<file path="src/fbrg_consts.svh">
// Constants for the fractional baud rate generator and receive sampler.
// Assumes inclusion by bare name from the design modules and the bench.
`ifndef FBRG_CONSTS_SVH
`define FBRG_CONSTS_SVH

// ***********************************************************
// Register offsets (byte addresses, one 32-bit word each)
// ***********************************************************
`define FBRG_OFF_CTRL 8'h00
`define FBRG_OFF_STATUS 8'h04
`define FBRG_OFF_DATA 8'h08

// ***********************************************************
// Control register fields
// ***********************************************************
`define FBRG_CTRL_SEL_LSB 0
`define FBRG_CTRL_SEL_MSB 11
`define FBRG_CTRL_SCALE_LSB 12
`define FBRG_CTRL_SCALE_MSB 15
`define FBRG_CTRL_DBL_BIT 16
`define FBRG_CTRL_EN_BIT 17
`define FBRG_CTRL_LEN_LSB 18
`define FBRG_CTRL_LEN_MSB 21
`define FBRG_CTRL_RESET 32'h00280000

// ***********************************************************
// Status register fields
// ***********************************************************
`define FBRG_STAT_DONE_BIT 0
`define FBRG_STAT_FRAME_ERROR_FLAG_BIT 1
`define FBRG_STAT_BUSY_BIT 2

// ***********************************************************
// Sampling figures
// ***********************************************************
`define FBRG_SAMPLES_NORMAL 5'h10
`define FBRG_SAMPLES_DOUBLE 5'h08
`define FBRG_FIRST_NORMAL 5'h08
`define FBRG_FIRST_DOUBLE 5'h04
`define FBRG_MIDDLE_NORMAL 5'h09
`define FBRG_MIDDLE_DOUBLE 5'h05
`define FBRG_LEN_MIN 4'h5
`define FBRG_LEN_MAX 4'ha

`endif

</file>
<file path="src/fbrg_pkg.sv">
// Types shared by the baud generator and the receive sampler.
// Assumes the constants header is on the include path.
package fbrg_pkg;

  // Signed scale factor: positive multiplies, negative adds fractions
  typedef logic signed [3:0] fbrg_scale_t;

  // Receive sequencer states
  typedef enum logic [1:0] {
    FBRG_IDLE,
    FBRG_START,
    FBRG_DATA,
    FBRG_STOP
  } fbrg_state_e;

endpackage

</file>
<file path="src/fbrg_core.sv">
// Receive timing core: APB registers, baud tick generator and the
// oversampling sequencer with three-sample majority voting.
// Assumes APB master on ref_clk and a receive line synchronous to it.
`include "fbrg_consts.svh"

module fbrg_core #(
  parameter int ADDR_W = 12,
  parameter int SEL_W = 12,
  parameter int LEN_MAX = 10
) (
  input wire logic ref_clk, // System clock, 10 MHz
  input wire logic rst, // Async reset, active high
  input wire logic psel, // APB select
  input wire logic penable, // APB access phase
  input wire logic pwrite, // APB direction
  input wire logic [ADDR_W-1:0] paddr, // APB byte address
  input wire logic [31:0] pwdata, // APB write data
  output logic [31:0] prdata, // APB read data
  output logic pready, // APB ready
  output logic pslverr, // APB error on unmapped address
  input wire logic rxLine, // Serial receive line
  output logic [LEN_MAX-1:0] rxData, // Last received character
  output logic rxValid, // Pulse when a frame ends
  output logic frameErrorFlag // Sticky frame error
);

  if (ADDR_W <= 8 || SEL_W != 12 || LEN_MAX != 10) begin : g_chk
    $error("unsupported parameter value");
  end

  // ***********************************************************
  // Decoding helpers
  // ***********************************************************
  // Address match against an 8-bit offset
  function automatic logic addrHit(input logic [ADDR_W-1:0] a,
                                   input logic [7:0] off);
    addrHit = (a == {{(ADDR_W-8){1'b0}}, off});
  endfunction

  // Two out of three vote
  function automatic logic majority(input logic a, input logic b,
                                    input logic c);
    majority = (a & b) | (a & c) | (b & c);
  endfunction

  // Length field held to the supported range
  function automatic logic [3:0] clampLen(input logic [3:0] v);
    if (v < `FBRG_LEN_MIN) begin
      clampLen = `FBRG_LEN_MIN;
    end else if (v > `FBRG_LEN_MAX) begin
      clampLen = `FBRG_LEN_MAX;
    end else begin
      clampLen = v;
    end
  endfunction

  // ***********************************************************
  // Register state
  // ***********************************************************
  logic [SEL_W-1:0] periodSel_q;
  fbrg_pkg::fbrg_scale_t scale_q;
  logic doubleSpeedSel_q;
  logic rxEnable_q;
  logic [3:0] lenRaw_q;
  logic rxDone_q;
  logic busy;
  logic [3:0] dataLen;
  logic access;
  logic wrStrobe;
  logic hitCtrl;
  logic hitStat;
  logic hitData;
  logic clrDone;
  logic clrFerr;
  logic setDone;
  logic setFerr;

  assign dataLen = clampLen(lenRaw_q);
  assign hitCtrl = addrHit(paddr, `FBRG_OFF_CTRL);
  assign hitStat = addrHit(paddr, `FBRG_OFF_STATUS);
  assign hitData = addrHit(paddr, `FBRG_OFF_DATA);
  assign access = psel & penable & pready;
  assign wrStrobe = access & pwrite;
  assign clrDone = wrStrobe & hitStat & pwdata[`FBRG_STAT_DONE_BIT];
  assign clrFerr = wrStrobe & hitStat & pwdata[`FBRG_STAT_FRAME_ERROR_FLAG_BIT];

  // ***********************************************************
  // APB slave
  // ***********************************************************
  // One wait state: ready rises on the second access cycle, which
  // lets read data come straight from a flop
  always_ff @(posedge ref_clk or posedge rst) begin
    if (rst) begin
      pready <= 1'b0;
      pslverr <= 1'b0;
      prdata <= 32'h0;
    end else if (psel && penable && !pready) begin
      pready <= 1'b1;
      pslverr <= !(hitCtrl || hitStat || hitData);
      prdata <= 32'h0;
      if (!pwrite && hitCtrl) begin
        prdata[`FBRG_CTRL_SEL_MSB:`FBRG_CTRL_SEL_LSB] <= periodSel_q;
        prdata[`FBRG_CTRL_SCALE_MSB:`FBRG_CTRL_SCALE_LSB] <= scale_q;
        prdata[`FBRG_CTRL_DBL_BIT] <= doubleSpeedSel_q;
        prdata[`FBRG_CTRL_EN_BIT] <= rxEnable_q;
        prdata[`FBRG_CTRL_LEN_MSB:`FBRG_CTRL_LEN_LSB] <= lenRaw_q;
      end else if (!pwrite && hitStat) begin
        prdata[`FBRG_STAT_DONE_BIT] <= rxDone_q;
        prdata[`FBRG_STAT_FRAME_ERROR_FLAG_BIT] <= frameErrorFlag;
        prdata[`FBRG_STAT_BUSY_BIT] <= busy;
      end else if (!pwrite && hitData) begin
        prdata[LEN_MAX-1:0] <= rxData;
      end
    end else begin
      pready <= 1'b0;
      pslverr <= 1'b0;
    end
  end

  // Control register; change settings only while the line is idle
  always_ff @(posedge ref_clk or posedge rst) begin
    if (rst) begin
      periodSel_q <= SEL_W'(`FBRG_CTRL_RESET);
      scale_q <= 4'sh0;
      doubleSpeedSel_q <= 1'b0;
      rxEnable_q <= 1'b0;
      lenRaw_q <= 4'(`FBRG_CTRL_RESET >> `FBRG_CTRL_LEN_LSB);
    end else if (wrStrobe && hitCtrl) begin
      periodSel_q <= pwdata[`FBRG_CTRL_SEL_MSB:`FBRG_CTRL_SEL_LSB];
      scale_q <= pwdata[`FBRG_CTRL_SCALE_MSB:`FBRG_CTRL_SCALE_LSB];
      doubleSpeedSel_q <= pwdata[`FBRG_CTRL_DBL_BIT];
      rxEnable_q <= pwdata[`FBRG_CTRL_EN_BIT];
      lenRaw_q <= pwdata[`FBRG_CTRL_LEN_MSB:`FBRG_CTRL_LEN_LSB];
    end
  end

  // Sticky status; a new frame in the clearing cycle wins
  always_ff @(posedge ref_clk or posedge rst) begin
    if (rst) begin
      rxDone_q <= 1'b0;
      frameErrorFlag <= 1'b0;
    end else begin
      rxDone_q <= setDone | (rxDone_q & ~clrDone);
      frameErrorFlag <= setFerr | (frameErrorFlag & ~clrFerr);
    end
  end

  // ***********************************************************
  // Baud tick generator
  // ***********************************************************
  logic tick;

  fbrg_tick_gen #(
    .SEL_W(SEL_W)
  ) u_tick (
    .ref_clk(ref_clk),
    .rst(rst),
    .enable(rxEnable_q),
    .periodSel(periodSel_q),
    .scale(scale_q),
    .tick(tick)
  );

  // ***********************************************************
  // Oversampling sequencer
  // ***********************************************************
  fbrg_pkg::fbrg_state_e state_q;
  logic [4:0] sampleCnt_q;
  logic [4:0] sampleNum;
  logic [4:0] samplesPerBit;
  logic [4:0] firstSample;
  logic [4:0] middleSample;
  logic [4:0] lastSample;
  logic [1:0] vote_q;
  logic bitVal;
  logic lineHigh_q;
  logic [3:0] bitIdx_q;
  logic [LEN_MAX-1:0] shift_q;
  logic decide;

  // Sample window positions depend on the speed mode
  always_comb begin
    if (doubleSpeedSel_q) begin
      samplesPerBit = `FBRG_SAMPLES_DOUBLE;
      firstSample = `FBRG_FIRST_DOUBLE;
      middleSample = `FBRG_MIDDLE_DOUBLE;
    end else begin
      samplesPerBit = `FBRG_SAMPLES_NORMAL;
      firstSample = `FBRG_FIRST_NORMAL;
      middleSample = `FBRG_MIDDLE_NORMAL;
    end
    lastSample = firstSample + 5'h2;
  end

  assign busy = (state_q != fbrg_pkg::FBRG_IDLE);
  assign sampleNum = sampleCnt_q + 5'h1;
  assign decide = tick && busy && (sampleNum == lastSample);
  assign bitVal = majority(vote_q[0], vote_q[1], rxLine);
  assign setDone = decide && (state_q == fbrg_pkg::FBRG_STOP);
  assign setFerr = setDone && !bitVal;

  // Sample counter; the detecting tick is sample 1, wrap after the last
  always_ff @(posedge ref_clk or posedge rst) begin
    if (rst) begin
      sampleCnt_q <= 5'h0;
    end else if (!busy) begin
      sampleCnt_q <= {4'h0, tick & lineHigh_q & ~rxLine};
    end else if (tick) begin
      if (sampleNum == samplesPerBit) begin
        sampleCnt_q <= 5'h0;
      end else begin
        sampleCnt_q <= sampleNum;
      end
    end
  end

  // Capture the first two voting samples; the third is used live
  always_ff @(posedge ref_clk or posedge rst) begin
    if (rst) begin
      vote_q <= 2'h0;
    end else if (tick && busy) begin
      if (sampleNum == firstSample) begin
        vote_q[0] <= rxLine;
      end
      if (sampleNum == middleSample) begin
        vote_q[1] <= rxLine;
      end
    end
  end

  // Line level at every tick, frame included, so a low stop is no edge
  always_ff @(posedge ref_clk or posedge rst) begin
    if (rst) begin
      lineHigh_q <= 1'b0;
    end else if (!rxEnable_q) begin
      lineHigh_q <= 1'b0;
    end else if (tick) begin
      lineHigh_q <= rxLine;
    end
  end

  // Frame sequence; a new start may follow right after the stop vote,
  // which is what gives the early-start margin on the fast side
  always_ff @(posedge ref_clk or posedge rst) begin
    if (rst) begin
      state_q <= fbrg_pkg::FBRG_IDLE;
      bitIdx_q <= 4'h0;
    end else if (!rxEnable_q) begin
      state_q <= fbrg_pkg::FBRG_IDLE;
      bitIdx_q <= 4'h0;
    end else begin
      case (state_q)
        fbrg_pkg::FBRG_IDLE: begin
          if (tick && lineHigh_q && !rxLine) begin
            state_q <= fbrg_pkg::FBRG_START;
          end
        end
        fbrg_pkg::FBRG_START: begin
          if (decide) begin
            bitIdx_q <= 4'h0;
            if (bitVal) begin
              state_q <= fbrg_pkg::FBRG_IDLE;
            end else begin
              state_q <= fbrg_pkg::FBRG_DATA;
            end
          end
        end
        fbrg_pkg::FBRG_DATA: begin
          if (decide) begin
            bitIdx_q <= bitIdx_q + 4'h1;
            if (bitIdx_q == dataLen - 4'h1) begin
              state_q <= fbrg_pkg::FBRG_STOP;
            end
          end
        end
        fbrg_pkg::FBRG_STOP: begin
          if (decide) begin
            state_q <= fbrg_pkg::FBRG_IDLE;
          end
        end
        default: begin
          state_q <= fbrg_pkg::FBRG_IDLE;
        end
      endcase
    end
  end

  // Data bits enter at the top, first bit ends up lowest
  always_ff @(posedge ref_clk or posedge rst) begin
    if (rst) begin
      shift_q <= '0;
    end else if (decide && state_q == fbrg_pkg::FBRG_DATA) begin
      shift_q <= {bitVal, shift_q[LEN_MAX-1:1]};
    end
  end

  // Received character and its end-of-frame pulse
  always_ff @(posedge ref_clk or posedge rst) begin
    if (rst) begin
      rxData <= '0;
      rxValid <= 1'b0;
    end else begin
      rxValid <= setDone;
      if (setDone) begin
        rxData <= shift_q >> (4'(LEN_MAX) - dataLen);
      end
    end
  end

  // ***********************************************************
  // Checks
  // ***********************************************************
  // Sample counter wraps exactly at the samples-per-bit figure
  property p_wrap;
    @(posedge ref_clk) disable iff (rst)
    (busy && tick && sampleNum == samplesPerBit && rxEnable_q)
    |=> sampleCnt_q == 5'h0;
  endproperty
  a_wrap: assert property (p_wrap)
    else $error("sample counter did not wrap");

  // First voting sample is taken on the right tick
  property p_first;
    @(posedge ref_clk) disable iff (rst)
    (busy && tick && sampleNum == firstSample)
    |=> vote_q[0] == $past(rxLine);
  endproperty
  a_first: assert property (p_first)
    else $error("first vote sample missed");

  // Middle voting sample is taken on the right tick
  property p_middle;
    @(posedge ref_clk) disable iff (rst)
    (busy && tick && sampleNum == middleSample)
    |=> vote_q[1] == $past(rxLine);
  endproperty
  a_middle: assert property (p_middle)
    else $error("middle vote sample missed");

  // A high-voted start bit sends the sequencer back to idle
  property p_reject;
    @(posedge ref_clk) disable iff (rst)
    (rxEnable_q && state_q == fbrg_pkg::FBRG_START && decide && bitVal)
    |=> state_q == fbrg_pkg::FBRG_IDLE;
  endproperty
  a_reject: assert property (p_reject)
    else $error("noise start not rejected");

  // Zero stop bit raises the frame error flag next cycle
  property p_frame_error_flag;
    @(posedge ref_clk) disable iff (rst)
    setFerr |=> frameErrorFlag && rxValid;
  endproperty
  a_frame_error_flag: assert property (p_frame_error_flag)
    else $error("frame error not flagged");

  // The effective length never leaves five to ten
  property p_len;
    @(posedge ref_clk) disable iff (rst)
    dataLen >= `FBRG_LEN_MIN && dataLen <= `FBRG_LEN_MAX;
  endproperty
  a_len: assert property (p_len)
    else $error("length out of range");

  // A frame ends only from the stop state with a decision
  property p_valid;
    @(posedge ref_clk) disable iff (rst)
    rxValid |-> $past(state_q) == fbrg_pkg::FBRG_STOP && $past(decide);
  endproperty
  a_valid: assert property (p_valid)
    else $error("frame end without stop vote");

endmodule

</file>
<file path="src/fbrg_tick_gen.sv">
// Baud tick generator: down counter reloaded from the period select,
// stretched by a positive scale or dithered by a negative scale.
// Assumes one clock and a config that is static while enabled.
`include "fbrg_consts.svh"

module fbrg_tick_gen #(
  parameter int SEL_W = 12
) (
  input wire logic ref_clk, // System clock
  input wire logic rst, // Async reset, active high
  input wire logic enable, // Run the counter
  input wire logic [SEL_W-1:0] periodSel, // Baud period select
  input wire fbrg_pkg::fbrg_scale_t scale, // Signed scale factor
  output logic tick // One-cycle baud tick
);

  localparam int CNT_W = SEL_W + 8;

  if (SEL_W < 8 || SEL_W > 16) begin : g_chk
    $error("SEL_W out of range");
  end

  logic [CNT_W-1:0] cnt_q;
  logic [CNT_W-1:0] reload_d;
  logic [7:0] acc_q;
  logic [7:0] acc_d;
  logic [SEL_W:0] fracSum;
  logic [3:0] mag;

  // ***********************************************************
  // Reload value for the next tick period
  // ***********************************************************
  // Negative scale: carry the remainder so the fraction spreads out
  always_comb begin
    mag = 4'(~scale + 4'h1);
    fracSum = (SEL_W+1)'({{(SEL_W-7){1'b0}}, acc_q}) + {1'b0, periodSel};
    if (scale[3]) begin
      reload_d = CNT_W'(fracSum >> mag);
      acc_d = 8'(fracSum & ((SEL_W+1)'(1) << mag) - (SEL_W+1)'(1));
    end else begin
      reload_d = CNT_W'((({8'h0, periodSel} + CNT_W'(1)) << scale)
                 - CNT_W'(1));
      acc_d = 8'h0;
    end
  end

  // ***********************************************************
  // Counter and tick
  // ***********************************************************
  // A tick leaves whenever the count reaches zero
  always_ff @(posedge ref_clk or posedge rst) begin
    if (rst) begin
      cnt_q <= '0;
      acc_q <= 8'h0;
      tick <= 1'b0;
    end else if (!enable) begin
      cnt_q <= '0;
      acc_q <= 8'h0;
      tick <= 1'b0;
    end else if (cnt_q == '0) begin
      cnt_q <= reload_d;
      acc_q <= acc_d;
      tick <= 1'b1;
    end else begin
      cnt_q <= cnt_q - CNT_W'(1);
      tick <= 1'b0;
    end
  end

  // Zero select, zero scale: a tick on every cycle
  property p_full_rate;
    @(posedge ref_clk) disable iff (rst)
    (enable && $past(enable) && tick && periodSel == '0 && scale == 4'sh0
     && $stable(periodSel) && $stable(scale))
    |=> tick;
  endproperty
  a_full_rate: assert property (p_full_rate)
    else $error("tick missing at full rate");

  // Scale -1, select 1: periods alternate 1 and 2 cycles
  property p_half_step;
    @(posedge ref_clk) disable iff (rst)
    (enable && $past(enable, 2) && periodSel == SEL_W'(1)
     && scale == -4'sh1 && tick && $past(tick))
    |=> !tick ##1 tick;
  endproperty
  a_half_step: assert property (p_half_step)
    else $error("extra cycle not inserted");

  // Scale +1, select 0: period doubles to two cycles
  property p_pos_scale;
    @(posedge ref_clk) disable iff (rst)
    (enable && $past(enable) && periodSel == '0 && scale == 4'sh1 && tick
     && $stable(periodSel) && $stable(scale))
    |=> !tick ##1 tick;
  endproperty
  a_pos_scale: assert property (p_pos_scale)
    else $error("positive scale period wrong");

endmodule

</file>
<file path="config.mk">
export PLATFORM = sky130hd
export DESIGN_NAME = fbrg_core
export DESIGN_NICKNAME = d
export VERILOG_FILES = /design/src/fbrg_pkg.sv /design/src/fbrg_core.sv /design/src/fbrg_tick_gen.sv
export VERILOG_INCLUDE_DIRS = /design/src
export SDC_FILE = /design/constraint.sdc
export NUM_CORES = 1
export LEC_CHECK = 0
export ABC_AREA = 1
export BUFFER_PORTS_ARGS = -buffer_cell sky130_fd_sc_hd__buf_2
export CAP_MARGIN = 40
export CORE_UTILIZATION = 62
export CTS_BUF_LIST = sky130_fd_sc_hd__clkbuf_4 sky130_fd_sc_hd__clkbuf_8
export CTS_CLUSTER_DIAMETER = 40
export DETAILED_ROUTE_END_ITERATION = 10
export MAX_ROUTING_LAYER = met4
export PLACE_DENSITY = 0.84
export REMOVE_ABC_BUFFERS = 1
export SETUP_SLACK_MARGIN = 0.1
export SLEW_MARGIN = 20
export SYNTH_ARGS = -nofsm -noshare
export SYNTH_HDL_FRONTEND = slang
export SYNTH_HIERARCHICAL = 1
export SYNTH_SLANG_ARGS = --single-unit
</file>
<file path="constraint.sdc">
create_clock -name ref_clk -period 3.1 [get_ports ref_clk]
set_input_delay 0.31 -clock ref_clk [delete_from_list [all_inputs] [get_ports ref_clk]]
set_output_delay 0.31 -clock ref_clk [all_outputs]
set_load 0.02 [all_outputs]
</file>
* Word-level counts from Yosys, hierarchy flattened
Index checks and enable logic that the tools add are counted.
W data, S select, Z words.
** Operators by class
- Add/sub/neg operators :: 11
- Order comparisons :: 2
- Eq/ne operators :: 19
- Shift-type cells :: 4
- Muxes and demuxes :: 37
- Bitwise gates (word level) :: 22
- Reductions and logical operators :: 28
** Operators with widths (count)
- $mux W20 :: 3
- $sub A20 B1 Y20 const B :: 2
- $mux W4 :: 7
- $mux W8 :: 3
- $eq A5 B5 Y1 :: 4
- $logic_not A20 Y1 :: 1
- $mux W10 :: 2
- $mux W5 :: 4
- $shl A20 B4 Y20 :: 1
- $shr A13 B4 Y20 :: 1
- $ne A3 B3 Y1 const B :: 5
- $mux W2 :: 7
- $add A12 B1 Y13 const B :: 1
- $add A8 B12 Y13 :: 1
- $and A1 B1 Y1 :: 13
- $logic_and A1 B1 Y1 :: 13
- $eq A12 B3 Y1 const B :: 1
- $eq A12 B4 Y1 const B :: 1
- $logic_not A12 Y1 :: 1
- $mux W12 :: 1
- $shr A10 B4 Y10 :: 1
- $add A4 B1 Y4 const B :: 2
- $and A8 B8 Y8 :: 1
- $pmux W2 S4 :: 1
- other kinds (27) :: 46
** Storage, ports and cells
- Register bits :: 112
- Bits of input ports :: 50
- Word-level logic and storage cells :: 145

* Longest topological paths before layout
- Depth after elaboration :: 9
- Mapped depth :: 20

* Modules after synthesis
Netlist, hierarchy kept.
** By module, submodules not included
- fbrg_tick_gen :: times used 1, cells each 773, area each 4727.0 um^2, sequential area each 725.7 um^2
- fbrg_core :: times used 1, cells each 539, area each 4270.3 um^2, sequential area each 2079.5 um^2

* Worst setup path after synthesis
OpenSTA, ideal clock, no wires.
- Path kind :: register -> register
- From :: register scale_q[0]
- To :: register u_tick.acc_q[5]
- Arrival :: 2.602 ns
- Slack :: 0.377 ns
- Cell stages (with the launch flop) :: 16
- Path buffers :: 4
- Period minus slack after synthesis :: 2.723 ns
- Cells stage by stage :: dfrtp_1 buf_2 inv_2 buf_4 buf_2 buf_1 ha_1 or2_0 nand2_1 inv_2 nor3_2 inv_1 and3_1 nand3_1 xor2_1 a32o_1
** Between the ends
- Word-level cells in the longest chain between the ends :: 8
** Ends and longest elaborated chain
- start: declaration :: RTL line fbrg_core.sv:61 : fbrg_pkg::fbrg_scale_t scale_q;
- start signal: assignment :: RTL line fbrg_core.sv:130 : scale_q <= pwdata[`FBRG_CTRL_SCALE_MSB:`FBRG_CTRL_SCALE_LSB];
- $not A4 Y4 :: RTL line fbrg_tick_gen.sv:35 : mag = 4'(~scale + 4'h1);
- $add A4 B1 Y4 :: RTL line fbrg_tick_gen.sv:35
- $shl A1 B4 Y8 :: RTL line fbrg_tick_gen.sv:39 : acc_d = 8'(fracSum & ((SEL_W+1)'(1) << mag) - (SEL_W+1)'(1));
- $sub A8 B1 Y8 :: RTL line fbrg_tick_gen.sv:39
- $and A8 B8 Y8 :: RTL line fbrg_tick_gen.sv:39
- $mux W8 :: RTL line fbrg_tick_gen.sv:37 : if (scale[3]) begin
- $mux W8 :: RTL line fbrg_tick_gen.sv:60 : end else if (cnt_q == '0) begin
- $mux W8 :: RTL line fbrg_tick_gen.sv:56 : end else if (!enable) begin
- end signal: assignment :: RTL line fbrg_tick_gen.sv:54 : acc_q <= 8'h0;
- end signal: assignment :: RTL line fbrg_tick_gen.sv:58 : acc_q <= 8'h0;
- end signal: assignment :: RTL line fbrg_tick_gen.sv:62 : acc_q <= acc_d;
- end: declaration :: RTL line fbrg_tick_gen.sv:25 : logic [7:0] acc_q;
Every way passes these cells. The select of a mux whose other input is x is not followed.
A chain may end at the register's enable or synchronous reset.

* Worst setup path in the final report
Same ends and word-level chain as after synthesis.

==> flow_metrics.tcl <==
set metrics [dict create \
    dr.pass1.iters 9 \
    grt_pass1_wl_mm 39.9 \
    fillCellCount 1252 \
    hold_violations 0 \
    crit_path_max_incr_delay_ps 540 \
    powerDensity_mw_per_mm2 288 \
    arrival_ps 3180 \
    path_clk_slew_ps 110 \
    fp.coreArea_mm2 0.0140 \
    diodes 0 \
    finalInstanceArea_mm2 0.00977 \
    crit_chain "inv_2 -> ha_1 -> or2_0 -> nand2_1 -> inv_2 -> nor3_2 -> inv_1 -> and3_1 -> nand3_1 -> xor2_1 -> a32o_1" \
    dp_cells 1551 \
    layout_setup_ws_ps 249 \
    clockBufferDepth 2 \
    gp_congestion 0.943 \
    worstHoldPathCells 3 \
    stdcell_count 1568 \
    ioPinCount 96 \
    grt_pass1_vias 8286 \
    htreeDepth 3 \
    die-area_mm2 0.0150 \
    topRoutingLayerUsed "met4" \
    wl_met3_mm 1.63 \
    relSlewSlack_pct 59.5 \
    drv_cap 0 \
    cts.sinks 112 \
    cp.required_ps 3430 \
    drc_errors 1 \
    slew_viol_final 0 \
    die_h_um 122 \
    cp.buffers_inverters 3 \
    ys_seq_area_share_pct 31.2 \
    layout-drive-gt1-share_pct 16.5 \
    ys.flop_type "dfrtp_1" \
    final_nets 1459 \
    area_growth_pct 8.64 \
    syn-cell-area_mm2 0.00900 \
    synth_enable_flop_cells 0 \
    hold_class "in -> reg" \
    pwr-share-seq_pct 56.1 \
    min_from "pwdata[21]" \
    drt-met1-wl_mm 10.1 \
    r2r-start "scale_q[0]$_DFFE_PP0P_" \
    avgSynthCellArea_um2 6.86 \
    numCtsBuffers 9 \
    row_count 43 \
    cp_top_family "simple AND/OR/NAND/NOR gates" \
    numPortBuffers 75 \
    cts_root_buf "clkbuf_8" \
    ys_seq_elements 112 \
    initial_utilization_pct 64.1 \
    power_mw 2.81 \
    cts_tree "done" \
    crit_fanout 11 \
    setup_violations 0 \
    dr_wl_met2_mm 11.4 \
    crit_top_cell "inv_2" \
    vias_per_cell 5.74 \
    clk_latency_ps 400 \
    internal_power_mw 2.02 \
    p_sw_share_pct 28.3 \
    post_cts_buffers 0 \
    finalWirelength_mm 23.7 \
    postCtsHoldBufs 1 \
    dp_slack_ps 344 \
    whs_ps 136 \
    cp.depth 11 \
    clock_skew_ps 10.3 \
    cp-start-kind "register" \
    async_flop_share_pct 100 \
    grt_max_degree 39 \
    wire_per_inst_um 15.1 \
    ff2ff_setup_slack_ps 250 \
    antenna_found_initial 0 \
    antenna_left 0 \
    hold-path-endpoint "lenRaw_q[3]$_DFFE_PP1P_" \
    slowest_stage "dfrtp_1" \
    reg2reg_depth 11 \
    p_switching_mw 0.796 \
    cts_resized 0 \
    ir_worst_vdd_uv 335 \
    synth.distinct_cells 57 \
    ys_top_cells_by_area "dfrtp_1 (31%), nand2_1 (15%), nand3_1 (12%)" \
    r2r-end "u_tick/acc_q[5]$_DFFE_PP0P_" \
    max_freq_ghz 0.351 \
    dieWidth_um 122 \
    clockPowerShare_pct 33.4 \
    endpoint_kind "register" \
    synth_warnings 6 \
    synth_top_area_share_pct 30.6 \
    synthCells 1312 \
    outcome "finished with violations" \
    yosys.area.top_type "dfrtp_1" \
    min_period_ps 2850 \
    violations "design-rule violations" \
    power.leakage_nw 5.15 \
    pwr-share-comb_pct 10.5 \
    grt-ovfl-total 0 \
    placed_cell_area_mm2 0.00956 \
    hpwl_mm 18.2 \
    fin_crit_sh_pct 92.0 \
    drtIter0Drc 895 \
    vias 9008 \
    gr-usage-all-layers_pct 35.0 \
    path_class "reg -> reg" \
    worst_pin_slew_ps 602 \
    rsz0062_at_grt "no" \
]
routing by layer:
layer,vias to the layer above,track usage [%]
li1,4445,-
met1,4185,44.5
met2,337,57.3
met3,41,5.99
met4,0,10.1
met5,-,-
cell usage after synthesis, types with 3 or more instances:
cell type and number:
nand3_2 19, o21ai_0 57, nand2_4 4, mux2_2 6, nand2_1 357, nand4_1 25, o31ai_1 10, dfrtp_1 110
a31oi_1 4, o21bai_1 4, ha_1 25, nand2_2 23, nor4_1 6, nor3_1 11, xnor2_1 10, clkbuf_1 13
buf_2 15, nor2_4 11, or2_2 4, nor3_2 3, o211ai_1 4, buf_4 14, inv_2 13, nor2_1 91
o21ai_1 9, inv_1 133, nor2_2 12, a21oi_1 42, xor2_1 18, o22ai_1 9, nand3_1 207, nor2_8 5
buf_1 4
power by group through the flow:
| stage | sequential (mW) | combinational [mW] | clock (mW) |
|---|---|---|---|
| 2_1_floorplan | 1.59 | 0.200 | 0 |
| 3_3_place_gp | 1.60 | 0.274 | 0 |
| 3_5_place_dp | 1.60 | 0.289 | 0 |
| 4_1_cts | 1.58 | 0.295 | 0.953 |
| 5_1_grt | 1.59 | 0.338 | 1.01 |
| 6_report | 1.58 | 0.295 | 0.938 |
cell families after synthesis:
group                      synth area share (%)
other                                    0.0417
muxes                                     0.751
DFF                                        31.2
AOI/OAI and AO/OA                          9.76
xor gates and xnor gates                   2.73
and+or+nand+nor                            42.6
adders and majority gates                  3.81
buffers and inverters                      9.15
layout make-up:
type | instances | area [µm²] | share of cell area, %
inverters | 147 | 553 | 5.66
clock inverters | 5 | 63.8 | 0.653
clock buffers | 11 | 139 | 1.42
flip-flops and latches | 112 | 2810 | 28.7
repair buffers | 100 | 586 | 5.99
well taps | 180 | 225 | 2.30
multi-input cells | 1013 | 5400 | 55.3
how the worst max path moves through the flow:
stage	startpoint	endpoint	slack, ps
floorplan	scale_q[0]$_DFFE_PP0P_	u_tick/acc_q[5]$_DFFE_PP0P_	-190
global placement	scale_q[0]$_DFFE_PP0P_	u_tick/acc_q[5]$_DFFE_PP0P_	450
detailed placement	scale_q[0]$_DFFE_PP0P_	u_tick/acc_q[5]$_DFFE_PP0P_	340
CTS	scale_q[0]$_DFFE_PP0P_	u_tick/acc_q[5]$_DFFE_PP0P_	310
global route	scale_q[0]$_DFFE_PP0P_	u_tick/acc_q[5]$_DFFE_PP0P_	110
finish	scale_q[0]$_DFFE_PP0P_	u_tick/acc_q[5]$_DFFE_PP0P_	250
sequential cells by signal, summed over array words and instances (netlist names):
register	flops
bitIdx_q	4
doubleSpeedSel_q	1
frameErrorFlag	1
lenRaw_q	4
lineHigh_q	1
periodSel_q	12
prdata	22
pready	1
pslverr	1
rxData	10
rxDone_q	1
rxEnable_q	1
rxValid	1
sampleCnt_q	5
scale_q	4
shift_q	10
state_q	2
u_tick/acc_q	8
u_tick/cnt_q	20
u_tick/tick	1
vote_q	2
per-stage QoR:
stage	util [%]	setup TNS, ps
after floorplan	-	-371
after global placement	67.9	0
after detailed placement	68.1	0
after CTS	69.6	0
after global routing	69.6	0
final	69.6	0
worst min-delay path: stages:
cell and delay (ps):
buf_2 90, nor2_1 90, a21oi_1 40
placed cells by master (no fill, tap or decap), types with 3 or more instances in the layout:
cell type / count
or2_2: 4
o21ai_1: 9
o21bai_1: 4
o31ai_1: 10
nor2_4: 11
mux2_2: 6
o21ai_0: 57
nor2_8: 5
clkbuf_8: 9
nor3_1: 11
inv_2: 13
xnor2_1: 10
a21oi_1: 42
nor3_2: 3
nand2_4: 4
ha_1: 25
o22ai_1: 9
nor4_1: 6
buf_4: 23
conb_1: 10
inv_1: 132
nand3_2: 19
nor2_2: 12
a31oi_1: 4
nand2_1: 357
nand2_2: 23
nor2_1: 91
nand3_1: 207
buf_2: 75
o211ai_1: 4
dfrtp_1: 110
nand4_1: 25
xor2_1: 18
(Power assumes the default switching activity.)
